## config.mk

```make
export PLATFORM = sky130hd
export DESIGN_NAME = usb_ep_ctrl
export DESIGN_NICKNAME = d
export VERILOG_FILES = /design/src/pkg/usb_ep_pkg.sv /design/src/rtl/usb_tx_streamer.sv /design/src/rtl/usb_ep_ctrl.sv
export SDC_FILE = /design/constraint.sdc
export NUM_CORES = 1
export LEC_CHECK = 0
export BUFFER_PORTS_ARGS = -buffer_cell sky130_fd_sc_hd__buf_2
export CORE_MARGIN = 8
export CORE_UTILIZATION = 45
export CTS_BUF_LIST = sky130_fd_sc_hd__clkbuf_8
export CTS_CLUSTER_SIZE = 20
export DETAILED_ROUTE_END_ITERATION = 8
export GPL_TIMING_DRIVEN = 1
export PLACE_DENSITY = 0.73
export SETUP_SLACK_MARGIN = 0.3
export SLEW_MARGIN = 5
export SYNTH_ARGS = -nofsm -noshare
export SYNTH_HDL_FRONTEND = slang
export SYNTH_HIERARCHICAL = 1
export SYNTH_SLANG_ARGS = --single-unit
```

## constraint.sdc

```tcl
create_clock -name clock_i -period 1.6 [get_ports clock_i]
set_input_delay 0.16 -clock clock_i [delete_from_list [all_inputs] [get_ports clock_i]]
set_output_delay 0.16 -clock clock_i [all_outputs]
set_load 0.01 [all_outputs]
```

## src/pkg/usb_ep_pkg.sv

```systemverilog
// Constants, types and state records for the endpoint transmit control block.
// Summary of operation
// - Endpoint 0 toggle picks DATA0 or DATA1
// - Endpoint 0 stall answers IN/OUT; SETUP clears
// - Endpoint 0 IN NAKed unless enabled, not done
// - Endpoint 0 OUT NAKed unless enabled, not done; ACKed at once when auto status is set
// - Four-bit byte counts in bits 3..0
// - Shared toggle picks DATA0 or DATA1
// - Select bit routes shared buffer to 1/2
// - Endpoint 2 IN NAKed when select shows 0
// - Shared IN NAKed unless enabled, not done
// - Force resume drives K onto lines
// - Forced resume never sets resume-detected flag
// - Endpoint 0 transmit done set on ACK
// - Endpoint 0 receive done set after ACK
// - Shared transmit done set on ACK
// - Control register enables and stalls endpoints
`default_nettype none
package usb_ep_pkg;
  localparam logic [7:0] ADDR_EP0_CTRL  = 8'hea;
  localparam logic [7:0] ADDR_EP12_CTRL = 8'heb;
  localparam logic [7:0] ADDR_GEN_CTRL  = 8'hec;
  localparam logic [7:0] RESET_BYTE     = 8'h00;
  localparam logic [7:0] GEN_CTRL_MASK  = 8'h1f;
  // Bit positions in the two transmit control registers and the general control register.
  localparam int BIT_TOGGLE  = 7;
  localparam int BIT_EP0_FORCE_STALL  = 6;
  localparam int BIT_SELECT  = 6;
  localparam int BIT_TX_EN   = 5;
  localparam int BIT_RX_EN   = 4;
  localparam int BIT_RESUME  = 4;
  localparam int BIT_AUTO_ST = 4;
  localparam int BIT_EP2_EN  = 3;
  localparam int BIT_EP1_EN  = 2;
  localparam int BIT_EP2_FORCE_STALL  = 1;
  localparam int BIT_EP1_FORCE_STALL  = 0;
  localparam int CNT_W       = 4;

  typedef enum logic [1:0] {
    TOK_OUT   = 2'b00,
    TOK_IN    = 2'b01,
    TOK_SETUP = 2'b10
  } token_t;

  typedef enum logic [2:0] {
    RESP_NAK   = 3'b000,
    RESP_STALL = 3'b001,
    RESP_ACK   = 3'b010,
    RESP_DATA0 = 3'b011,
    RESP_DATA1 = 3'b100
  } resp_t;

  typedef enum logic [1:0] {
    ST_IDLE = 2'b00,
    ST_SEND = 2'b01,
    ST_WACK = 2'b10,
    ST_RECV = 2'b11
  } ctl_state_t;

  typedef struct packed {
    logic       valid;
    token_t     kind;
    logic [1:0] ep;
  } token_req_t;

  typedef struct packed {
    logic  valid;
    resp_t kind;
  } answer_t;

  typedef struct packed {
    logic [7:0] ep0_ctrl;
    logic [7:0] ep12_ctrl;
    logic [7:0] gen_ctrl;
    logic       ep0_tx_done_flag;
    logic       ep0_rx_done_flag;
    logic       ep12_tx_done_flag;
    logic       resume_detect_flag;
    ctl_state_t state;
    logic       cur_ep12;
    logic       start;
    answer_t    answer;
    logic [7:0] rdata;
  } ctl_regs_t;

  typedef struct packed {
    logic             active;
    logic [CNT_W-1:0] idx;
    logic [CNT_W-1:0] count;
    logic             valid;
    logic [7:0]       data;
    logic             done;
  } stream_regs_t;
endpackage : usb_ep_pkg
`default_nettype wire

```

## src/rtl/usb_tx_streamer.sv

```systemverilog
// Byte streamer that plays out a programmed number of buffer bytes.
`default_nettype none
`timescale 1ns/1ps
module usb_tx_streamer
  import usb_ep_pkg::*;
(
  // Clock and reset.
  input  wire logic             clock_i,
  input  wire logic             rstn_i,
  // Start request.
  input  wire logic             start_i,
  input  wire logic [CNT_W-1:0] count_i,
  // Buffer read port.
  output logic      [CNT_W-1:0] buf_index_o,
  input  wire logic [7:0]       buf_data_i,
  // Byte stream.
  output logic                  byte_valid_o,
  output logic      [7:0]       byte_o,
  input  wire logic             byte_ready_i,
  output logic                  done_o
);
  stream_regs_t s_q;
  stream_regs_t s_d;

  always_comb begin
    s_d      = s_q;
    s_d.done = 1'b0;
    if (start_i) begin
      s_d.idx    = '0;
      s_d.count  = count_i;
      s_d.valid  = 1'b0;
      s_d.active = (count_i != '0);
      s_d.done   = (count_i == '0);
    end else if (s_q.active && !s_q.valid) begin
      s_d.data  = buf_data_i;
      s_d.valid = 1'b1;
      s_d.idx   = s_q.idx + 1'b1;
    end else if (s_q.valid && byte_ready_i) begin
      s_d.valid = 1'b0;
      if (s_q.idx == s_q.count) begin
        s_d.active = 1'b0;
        s_d.done   = 1'b1;
      end
    end
  end

  always_ff @(posedge clock_i) begin
    if (!rstn_i) begin
      s_q <= '0;
    end else begin
      s_q <= s_d;
    end
  end

  assign buf_index_o  = s_q.idx;
  assign byte_valid_o = s_q.valid;
  assign byte_o       = s_q.data;
  assign done_o       = s_q.done;

  a_byte_hold: assert property (@(posedge clock_i) disable iff (!rstn_i)
    s_q.valid && !byte_ready_i && !start_i |=> s_q.valid && $stable(s_q.data))
    else $error("Byte changed before it was taken.");
  a_count_end: assert property (@(posedge clock_i) disable iff (!rstn_i)
    s_q.done && !$past(start_i) |-> $past(s_q.idx) == $past(s_q.count))
    else $error("Stream ended on the wrong byte count.");
endmodule // usb_tx_streamer
`default_nettype wire

```

## src/rtl/usb_ep_ctrl.sv

```systemverilog
// Endpoint transmit control: control registers, token answers and byte play-out.
`default_nettype none
`timescale 1ns/1ps
module usb_ep_ctrl
  import usb_ep_pkg::*;
(
  // Clock and reset.
  input  wire logic             clock_i,
  input  wire logic             rstn_i,
  // Special function register port.
  input  wire logic [7:0]       sfr_addr_i,
  input  wire logic             sfr_wr_i,
  input  wire logic [7:0]       sfr_wdata_i,
  output logic      [7:0]       sfr_rdata_o,
  // Flag clears from the status register, one-cycle pulses.
  input  wire logic             ep0_tx_done_clr_i,
  input  wire logic             ep0_rx_done_clr_i,
  input  wire logic             ep12_tx_done_clr_i,
  input  wire logic             resume_detect_clr_i,
  // Flags.
  output logic                  ep0_tx_done_flag_o,
  output logic                  ep0_rx_done_flag_o,
  output logic                  ep12_tx_done_flag_o,
  output logic                  resume_detect_flag_o,
  // Serial engine events.
  input  wire token_req_t       token_i,
  input  wire logic             host_ack_i,
  input  wire logic             host_timeout_i,
  input  wire logic             rx_packet_ok_i,
  input  wire logic             bus_activity_i,
  input  wire logic             suspended_i,
  // Answers and transmit data.
  output answer_t               answer_o,
  output logic                  buf_ep12_o,
  output logic      [CNT_W-1:0] buf_index_o,
  input  wire logic [7:0]       buf_data_i,
  output logic                  byte_valid_o,
  output logic      [7:0]       byte_o,
  input  wire logic             byte_ready_i,
  output logic                  packet_end_o,
  // Data line drive for remote wake-up.
  output logic                  dp_o,
  output logic                  dp_oe_o,
  output logic                  dm_o,
  output logic                  dm_oe_o
);
  ctl_regs_t r_q;
  ctl_regs_t r_d;
  logic      stream_done;

  logic       ep0_tx_toggle;
  logic       ep0_force_stall;
  logic       ep0_tx_enable;
  logic       ep0_rx_enable;
  logic       ep12_tx_toggle;
  logic       ep12_buffer_select;
  logic       ep12_tx_enable;
  logic       force_resume;
  logic       auto_status_out;
  logic       ep1_enable;
  logic       ep2_enable;
  logic       ep1_force_stall;
  logic       ep2_force_stall;
  logic [CNT_W-1:0] ep0_tx_count;
  logic [CNT_W-1:0] ep12_tx_count;

  assign ep0_tx_toggle      = r_q.ep0_ctrl[BIT_TOGGLE];
  assign ep0_force_stall    = r_q.ep0_ctrl[BIT_EP0_FORCE_STALL];
  assign ep0_tx_enable      = r_q.ep0_ctrl[BIT_TX_EN];
  assign ep0_rx_enable      = r_q.ep0_ctrl[BIT_RX_EN];
  assign ep0_tx_count       = r_q.ep0_ctrl[CNT_W-1:0];
  assign ep12_tx_toggle     = r_q.ep12_ctrl[BIT_TOGGLE];
  assign ep12_buffer_select = r_q.ep12_ctrl[BIT_SELECT];
  assign ep12_tx_enable     = r_q.ep12_ctrl[BIT_TX_EN];
  assign force_resume       = r_q.ep12_ctrl[BIT_RESUME];
  assign ep12_tx_count      = r_q.ep12_ctrl[CNT_W-1:0];
  assign auto_status_out    = r_q.gen_ctrl[BIT_AUTO_ST];
  assign ep2_enable         = r_q.gen_ctrl[BIT_EP2_EN];
  assign ep1_enable         = r_q.gen_ctrl[BIT_EP1_EN];
  assign ep2_force_stall    = r_q.gen_ctrl[BIT_EP2_FORCE_STALL];
  assign ep1_force_stall    = r_q.gen_ctrl[BIT_EP1_FORCE_STALL];

  always_comb begin
    r_d        = r_q;
    r_d.start  = 1'b0;
    r_d.answer = '0;
    // Software writes first, so hardware updates below take priority.
    if (sfr_wr_i) begin
      unique case (sfr_addr_i)
        ADDR_EP0_CTRL:  r_d.ep0_ctrl  = sfr_wdata_i;
        ADDR_EP12_CTRL: r_d.ep12_ctrl = sfr_wdata_i;
        ADDR_GEN_CTRL:  r_d.gen_ctrl  = sfr_wdata_i & GEN_CTRL_MASK;
        default:        r_d.ep0_ctrl  = r_q.ep0_ctrl;
      endcase
    end
    if (ep0_tx_done_clr_i) r_d.ep0_tx_done_flag = 1'b0;
    if (ep0_rx_done_clr_i) r_d.ep0_rx_done_flag = 1'b0;
    if (ep12_tx_done_clr_i) r_d.ep12_tx_done_flag = 1'b0;
    if (resume_detect_clr_i) r_d.resume_detect_flag = 1'b0;
    // Our own K state looks like bus activity, so it must not count as a wake-up.
    if (bus_activity_i && suspended_i && !force_resume) begin
      r_d.resume_detect_flag = 1'b1;
    end

    unique case (r_q.state)
      ST_IDLE: begin
        if (token_i.valid && token_i.kind == TOK_SETUP && token_i.ep == 2'd0) begin
          // A write setting the stall in this very cycle still loses to SETUP.
          r_d.ep0_ctrl[BIT_EP0_FORCE_STALL] = 1'b0;
          r_d.state                = ST_RECV;
        end else if (token_i.valid && token_i.kind == TOK_IN) begin
          r_d.answer.valid = 1'b1;
          r_d.answer.kind  = RESP_NAK;
          if (token_i.ep == 2'd0) begin
            if (ep0_force_stall) begin
              r_d.answer.kind = RESP_STALL;
            end else if (ep0_tx_enable && !r_q.ep0_tx_done_flag) begin
              r_d.answer.kind = ep0_tx_toggle ? RESP_DATA1 : RESP_DATA0;
              r_d.cur_ep12    = 1'b0;
              r_d.start       = 1'b1;
              r_d.state       = ST_SEND;
            end
          end else if ((token_i.ep == 2'd1 && !ep1_enable)
                       || (token_i.ep == 2'd2 && !ep2_enable) || token_i.ep == 2'd3) begin
            // A disabled or absent endpoint stays silent, as if not addressed.
            r_d.answer.valid = 1'b0;
          end else if ((token_i.ep == 2'd1 && ep1_force_stall)
                       || (token_i.ep == 2'd2 && ep2_force_stall)) begin
            r_d.answer.kind = RESP_STALL;
          end else if (ep12_tx_enable && !r_q.ep12_tx_done_flag
                       && (ep12_buffer_select == (token_i.ep == 2'd2))) begin
            r_d.answer.kind = ep12_tx_toggle ? RESP_DATA1 : RESP_DATA0;
            r_d.cur_ep12    = 1'b1;
            r_d.start       = 1'b1;
            r_d.state       = ST_SEND;
          end
        end else if (token_i.valid && token_i.kind == TOK_OUT) begin
          r_d.answer.valid = (token_i.ep != 2'd3);
          r_d.answer.kind  = RESP_STALL;
          if (token_i.ep == 2'd0 && !ep0_force_stall) begin
            r_d.answer.kind = RESP_NAK;
            if (auto_status_out) begin
              r_d.answer.kind = RESP_ACK;
            end else if (ep0_rx_enable && !r_q.ep0_rx_done_flag) begin
              r_d.answer.valid = 1'b0;
              r_d.state        = ST_RECV;
            end
          end
        end
      end
      ST_SEND: begin
        if (stream_done) r_d.state = ST_WACK;
      end
      ST_WACK: begin
        if (host_ack_i) begin
          if (r_q.cur_ep12) r_d.ep12_tx_done_flag = 1'b1;
          else r_d.ep0_tx_done_flag = 1'b1;
          r_d.state = ST_IDLE;
        end else if (host_timeout_i) begin
          r_d.state = ST_IDLE;
        end
      end
      ST_RECV: begin
        if (rx_packet_ok_i) begin
          r_d.answer.valid      = 1'b1;
          r_d.answer.kind       = RESP_ACK;
          r_d.ep0_rx_done_flag  = 1'b1;
          r_d.state             = ST_IDLE;
        end else if (host_timeout_i) begin
          r_d.state = ST_IDLE;
        end
      end
    endcase

    unique case (sfr_addr_i)
      ADDR_EP0_CTRL:  r_d.rdata = r_q.ep0_ctrl;
      ADDR_EP12_CTRL: r_d.rdata = r_q.ep12_ctrl;
      ADDR_GEN_CTRL:  r_d.rdata = r_q.gen_ctrl;
      default:        r_d.rdata = RESET_BYTE;
    endcase
  end

  always_ff @(posedge clock_i) begin
    if (!rstn_i) begin
      r_q <= '0;
    end else begin
      r_q <= r_d;
    end
  end

  usb_tx_streamer u_streamer (
    .clock_i      (clock_i),
    .rstn_i       (rstn_i),
    .start_i      (r_q.start),
    .count_i      (r_q.cur_ep12 ? ep12_tx_count : ep0_tx_count),
    .buf_index_o  (buf_index_o),
    .buf_data_i   (buf_data_i),
    .byte_valid_o (byte_valid_o),
    .byte_o       (byte_o),
    .byte_ready_i (byte_ready_i),
    .done_o       (stream_done)
  );

  assign sfr_rdata_o          = r_q.rdata;
  assign ep0_tx_done_flag_o   = r_q.ep0_tx_done_flag;
  assign ep0_rx_done_flag_o   = r_q.ep0_rx_done_flag;
  assign ep12_tx_done_flag_o  = r_q.ep12_tx_done_flag;
  assign resume_detect_flag_o = r_q.resume_detect_flag;
  assign answer_o             = r_q.answer;
  assign buf_ep12_o           = r_q.cur_ep12;
  assign packet_end_o         = stream_done;
  // Low-speed K state: D+ low, D- high.
  assign dp_o                 = 1'b0;
  assign dm_o                 = force_resume;
  assign dp_oe_o              = force_resume;
  assign dm_oe_o              = force_resume;

  a_stall_in: assert property (@(posedge clock_i) disable iff (!rstn_i)
    token_i.valid && token_i.kind == TOK_IN && token_i.ep == 2'd0
    && ep0_force_stall && r_q.state == ST_IDLE |=> answer_o.valid && answer_o.kind == RESP_STALL)
    else $error("Stalled endpoint 0 did not answer STALL.");
  a_setup_clear: assert property (@(posedge clock_i) disable iff (!rstn_i)
    token_i.valid && token_i.kind == TOK_SETUP && token_i.ep == 2'd0
    && r_q.state == ST_IDLE |=> !ep0_force_stall)
    else $error("SETUP left the endpoint 0 stall set.");
  a_ep0_nak: assert property (@(posedge clock_i) disable iff (!rstn_i)
    token_i.valid && token_i.kind == TOK_IN && token_i.ep == 2'd0 && !ep0_force_stall
    && (!ep0_tx_enable || r_q.ep0_tx_done_flag) && r_q.state == ST_IDLE
    |=> answer_o.valid && answer_o.kind == RESP_NAK)
    else $error("Endpoint 0 IN was not NAKed.");
  a_out_nak: assert property (@(posedge clock_i) disable iff (!rstn_i)
    token_i.valid && token_i.kind == TOK_OUT && token_i.ep == 2'd0 && !ep0_force_stall
    && !auto_status_out && (!ep0_rx_enable || r_q.ep0_rx_done_flag) && r_q.state == ST_IDLE
    |=> answer_o.kind == RESP_NAK && r_q.state == ST_IDLE)
    else $error("Endpoint 0 OUT was not NAKed.");
  a_ep0_pid: assert property (@(posedge clock_i) disable iff (!rstn_i)
    $rose(r_q.start) && !r_q.cur_ep12
    |-> answer_o.kind == (ep0_tx_toggle ? RESP_DATA1 : RESP_DATA0))
    else $error("Endpoint 0 data PID does not follow its toggle.");
  a_sel_nak: assert property (@(posedge clock_i) disable iff (!rstn_i)
    token_i.valid && token_i.kind == TOK_IN && token_i.ep == 2'd2 && ep2_enable
    && !ep2_force_stall && !ep12_buffer_select && r_q.state == ST_IDLE
    |=> answer_o.kind == RESP_NAK ##1 r_q.state == ST_IDLE)
    else $error("Endpoint 2 IN not NAKed while buffer serves endpoint 1.");
  a_shared_nak: assert property (@(posedge clock_i) disable iff (!rstn_i)
    r_q.start && r_q.cur_ep12 |-> $past(ep12_tx_enable) && !$past(r_q.ep12_tx_done_flag))
    else $error("Shared buffer sent while disabled or done.");
  a_tx_done: assert property (@(posedge clock_i) disable iff (!rstn_i)
    r_q.state == ST_WACK && host_ack_i
    |=> (r_q.cur_ep12 ? ep12_tx_done_flag_o : ep0_tx_done_flag_o) && r_q.state == ST_IDLE)
    else $error("Transmit done flag missing after ACK.");
  a_rx_done: assert property (@(posedge clock_i) disable iff (!rstn_i)
    r_q.state == ST_RECV && rx_packet_ok_i |=> ep0_rx_done_flag_o && answer_o.kind == RESP_ACK)
    else $error("Receive done flag missing after ACK.");
  a_resume_k: assert property (@(posedge clock_i) disable iff (!rstn_i)
    force_resume |-> dm_o && !dp_o && dp_oe_o && dm_oe_o ##1 !$rose(resume_detect_flag_o))
    else $error("Forced resume wrong or set its own flag.");
endmodule // usb_ep_ctrl
`default_nettype wire

```

==> reports/results.ini <==
[floorplan]
dieArea_mm2 = 0.00971
io_pins = 77
rows = 30
dieHeight_um = 98.6
die_w_um = 98.6
core_mm2 = 0.00668
start_util = 0.459

[synthesis]
syn_inst = 333
synth_seq_cells = 60
synth_flop_cell = dfxtp_1
synthArstFlopShare = 0
synth_edf_count = 0
synth_fp_nets = 380
yosysUniqueCellTypes = 53
yosys_warnings = 6
syn_avg_cell_area_um2 = 9.21
ys_seq_area_frac = 0.392
synthesis.area_mm2 = 0.00307

[placement]
placed_cells = 482
post-place-ws_ns = -0.135
gp_congestion = 0.847
io_buffers = 75
place_hpwl_mm = 5.89

[clocking]
clkSlewWorstSetupHoldPaths_ns = 0.07
cts_tree = done
root_buffer = clkbuf_8
cts_num_sinks = 60
numCtsBuffers = 9
htree_levels = 3
insertion_delay_ns = 0.33
clockBufferDepth = 2

[power]
irDropWorstVdd_mv = 0.534
p_per_area_mw_per_mm2 = 907
leakage_nw = 1.79

[route]
drcViolationCount = 0
drt_wl_total_mm = 8.15
ant_nets = 0
vias = 2707
drt_iter0_markers = 103
dr.pass1.iters = 4
routed_via_density = 5.37
wl_per_cell_um = 16.2

[global_routing]
antenna_found_initial = 0
grt_start_max_net_pins = 35
grt_use_met1 = 0.193
busiest_layer = met2
grt_use_met2 = 0.287
grt_pass1_vias = 2905
grt_pass1_wl_mm = 13.5
use_met3 = 0.0507
overflow = 0
grt_usage = 0.170

[sta]
slew_violations = 0
fmax_mhz = 606
final.min_clock_period_ns = 1.65
setup_viol = 1
hold_slack_ns = 0.0709
timing.setup.tns_ns = -0.0504
worst_slack_ns = -0.0504
fin_crit_sh = 1.03
finalHoldViolCount = 0
rsz0062_at_grt = true
clock_skew_ns = 0.00721

[run_status]
status = finished, violations left
violations = negative setup slack

[layout]
diodes = 0
fin_cells = 504
layout_commonest_cell = buf_2
layout-drive-gt1-share = 0.415
most-common-layout-cells = 75 x buf_2, 53 x dfxtp_1, 38 x buf_4
syn2layout_area_growth_pct = 29.0
finalNetCount = 468

[setup_path]
cpPeakStageDelay_ns = 0.54
worstPathMaxFanout = 2
slowest_stage = or4b_4
critPathLaunchType = flip-flop
crit_chain = nand2b_1 -> or4b_4 -> a211o_1 -> a32o_1
reg2regPathDepth = 4
arrival_ns = 1.87
worstPathRequired_ns = 1.82
critPathCaptureType = flip-flop
critPathKind = flip-flop to flip-flop

[flow_run]
cap_violations = 0

[hold_path]
min_path_type = input port to flip-flop
whs_path_depth = 3

layout make-up:
class / count / area [um2]
Multi-Input combinational cell: 226 / 1740
Clock inverter: 4 / 18.8
Sequential cell: 60 / 1210
Fill cell: 593 / 2730
Timing Repair Buffer: 118 / 726
Tap cell: 80 / 100
Inverter: 6 / 22.5
Clock buffer: 10 / 138
layer usage:
layer | up-vias | wire length [um]
met4 | 0 | 151
met1 | 1297 | 3510
li1 | 1309 | -
met3 | 16 | 502
met2 | 85 | 3990
met5 | - | 0
flip-flops by register name, indices dropped and copies added, names as in the netlist, 3 cells and up:
name                    flops
sfr_rdata_o                 8
u_streamer/byte_o           8
u_streamer/s_q              5
answer_o                    4
ep0_tx_count                4
ep12_tx_count               4
u_streamer/buf_index_o      4
r_q                         3
final timing paths:
kind	start	end	slack [ns]
setup / recovery	ep12_tx_done_flag_o	r_q[14]	-0.05
hold / removal	buf_data_i[3]	u_streamer/byte_o[3]	0.07
setup reg to reg	ep12_tx_done_flag_o	r_q[14]	-0.05
hold reg to reg	u_streamer/byte_o[5]	u_streamer/byte_o[5]	0.48
cell usage after synthesis (2+ instances only):
cell / n / area share
nand2b_1: 11 / 0.022
o221ai_1: 2 / 0.0057
buf_4: 27 / 0.066
or3_1: 3 / 0.0061
a22oi_1: 5 / 0.012
xor2_1: 6 / 0.017
a211oi_1: 2 / 0.0049
clkbuf_1: 9 / 0.011
a21oi_1: 8 / 0.013
nand2_1: 21 / 0.026
nor2b_1: 31 / 0.063
dfxtp_1: 60 / 0.39
o21ai_0: 12 / 0.020
inv_1: 6 / 0.0073
nor2_1: 21 / 0.026
and3_1: 3 / 0.0061
mux2_2: 4 / 0.015
mux2i_1: 30 / 0.098
buf_2: 2 / 0.0033
a22o_1: 5 / 0.014
and2_1: 4 / 0.0082
nand3_1: 5 / 0.0082
o22ai_1: 3 / 0.0061
buf_6: 3 / 0.011
a32o_1: 2 / 0.0065
a21boi_0: 10 / 0.024
nor3b_1: 2 / 0.0049
nor3_1: 7 / 0.011
ha_1: 5 / 0.020
report_power, final:
group | internal [mW] | total [mW] | leakage [nW] | switching [mW]
clock network | 0.573 | 1.14 | 0.0890 | 0.572
registers | 1.53 | 1.56 | 0.487 | 0.0222
logic | 0.462 | 0.886 | 1.21 | 0.424
total | 2.57 | 3.59 | 1.79 | 1.02
repair_timing:
item	in CTS	in global routing
pin swaps	9	3
hold buffers	0	0
setup endpoints to repair	11	19
buffers inserted	6	2
resized for setup	34	12
cells by family (layout without fill, tap and decap cells):
logic type               after synthesis  after routing  synth area share
AND/OR/NAND/NOR                      116            116             0.209
other                                  1              1           0.00122
AO/OA/AOI/OAI                         63             63             0.146
buffers and inverters                 47            138            0.0987
XOR/XNOR                               7              7            0.0200
multiplexers                          34             34             0.113
adder cells (fa/ha/maj)                5              5            0.0204
flip-flops                            60             60             0.392
metrics by stage:
step / utilization / cell area [um2] / power (mW)
after floorplan: - / 3100 / 1.96
final: 0.592 / 3960 / 3.59
after global routing: 0.592 / 3960 / 3.76
after CTS: 0.582 / 3890 / 3.55
after detailed placement: 0.533 / 3560 / 2.24
after global placement: 0.533 / 3560 / 2.23
critical path: cells and delay by family, from the launching register on:
family | cells | cell delay, ns
DFF | 1 | 0.32
AOI/OAI and AO/OA | 2 | 0.51
and+or+nand+nor | 2 | 0.72
Power figures use the tool's default switching activity.
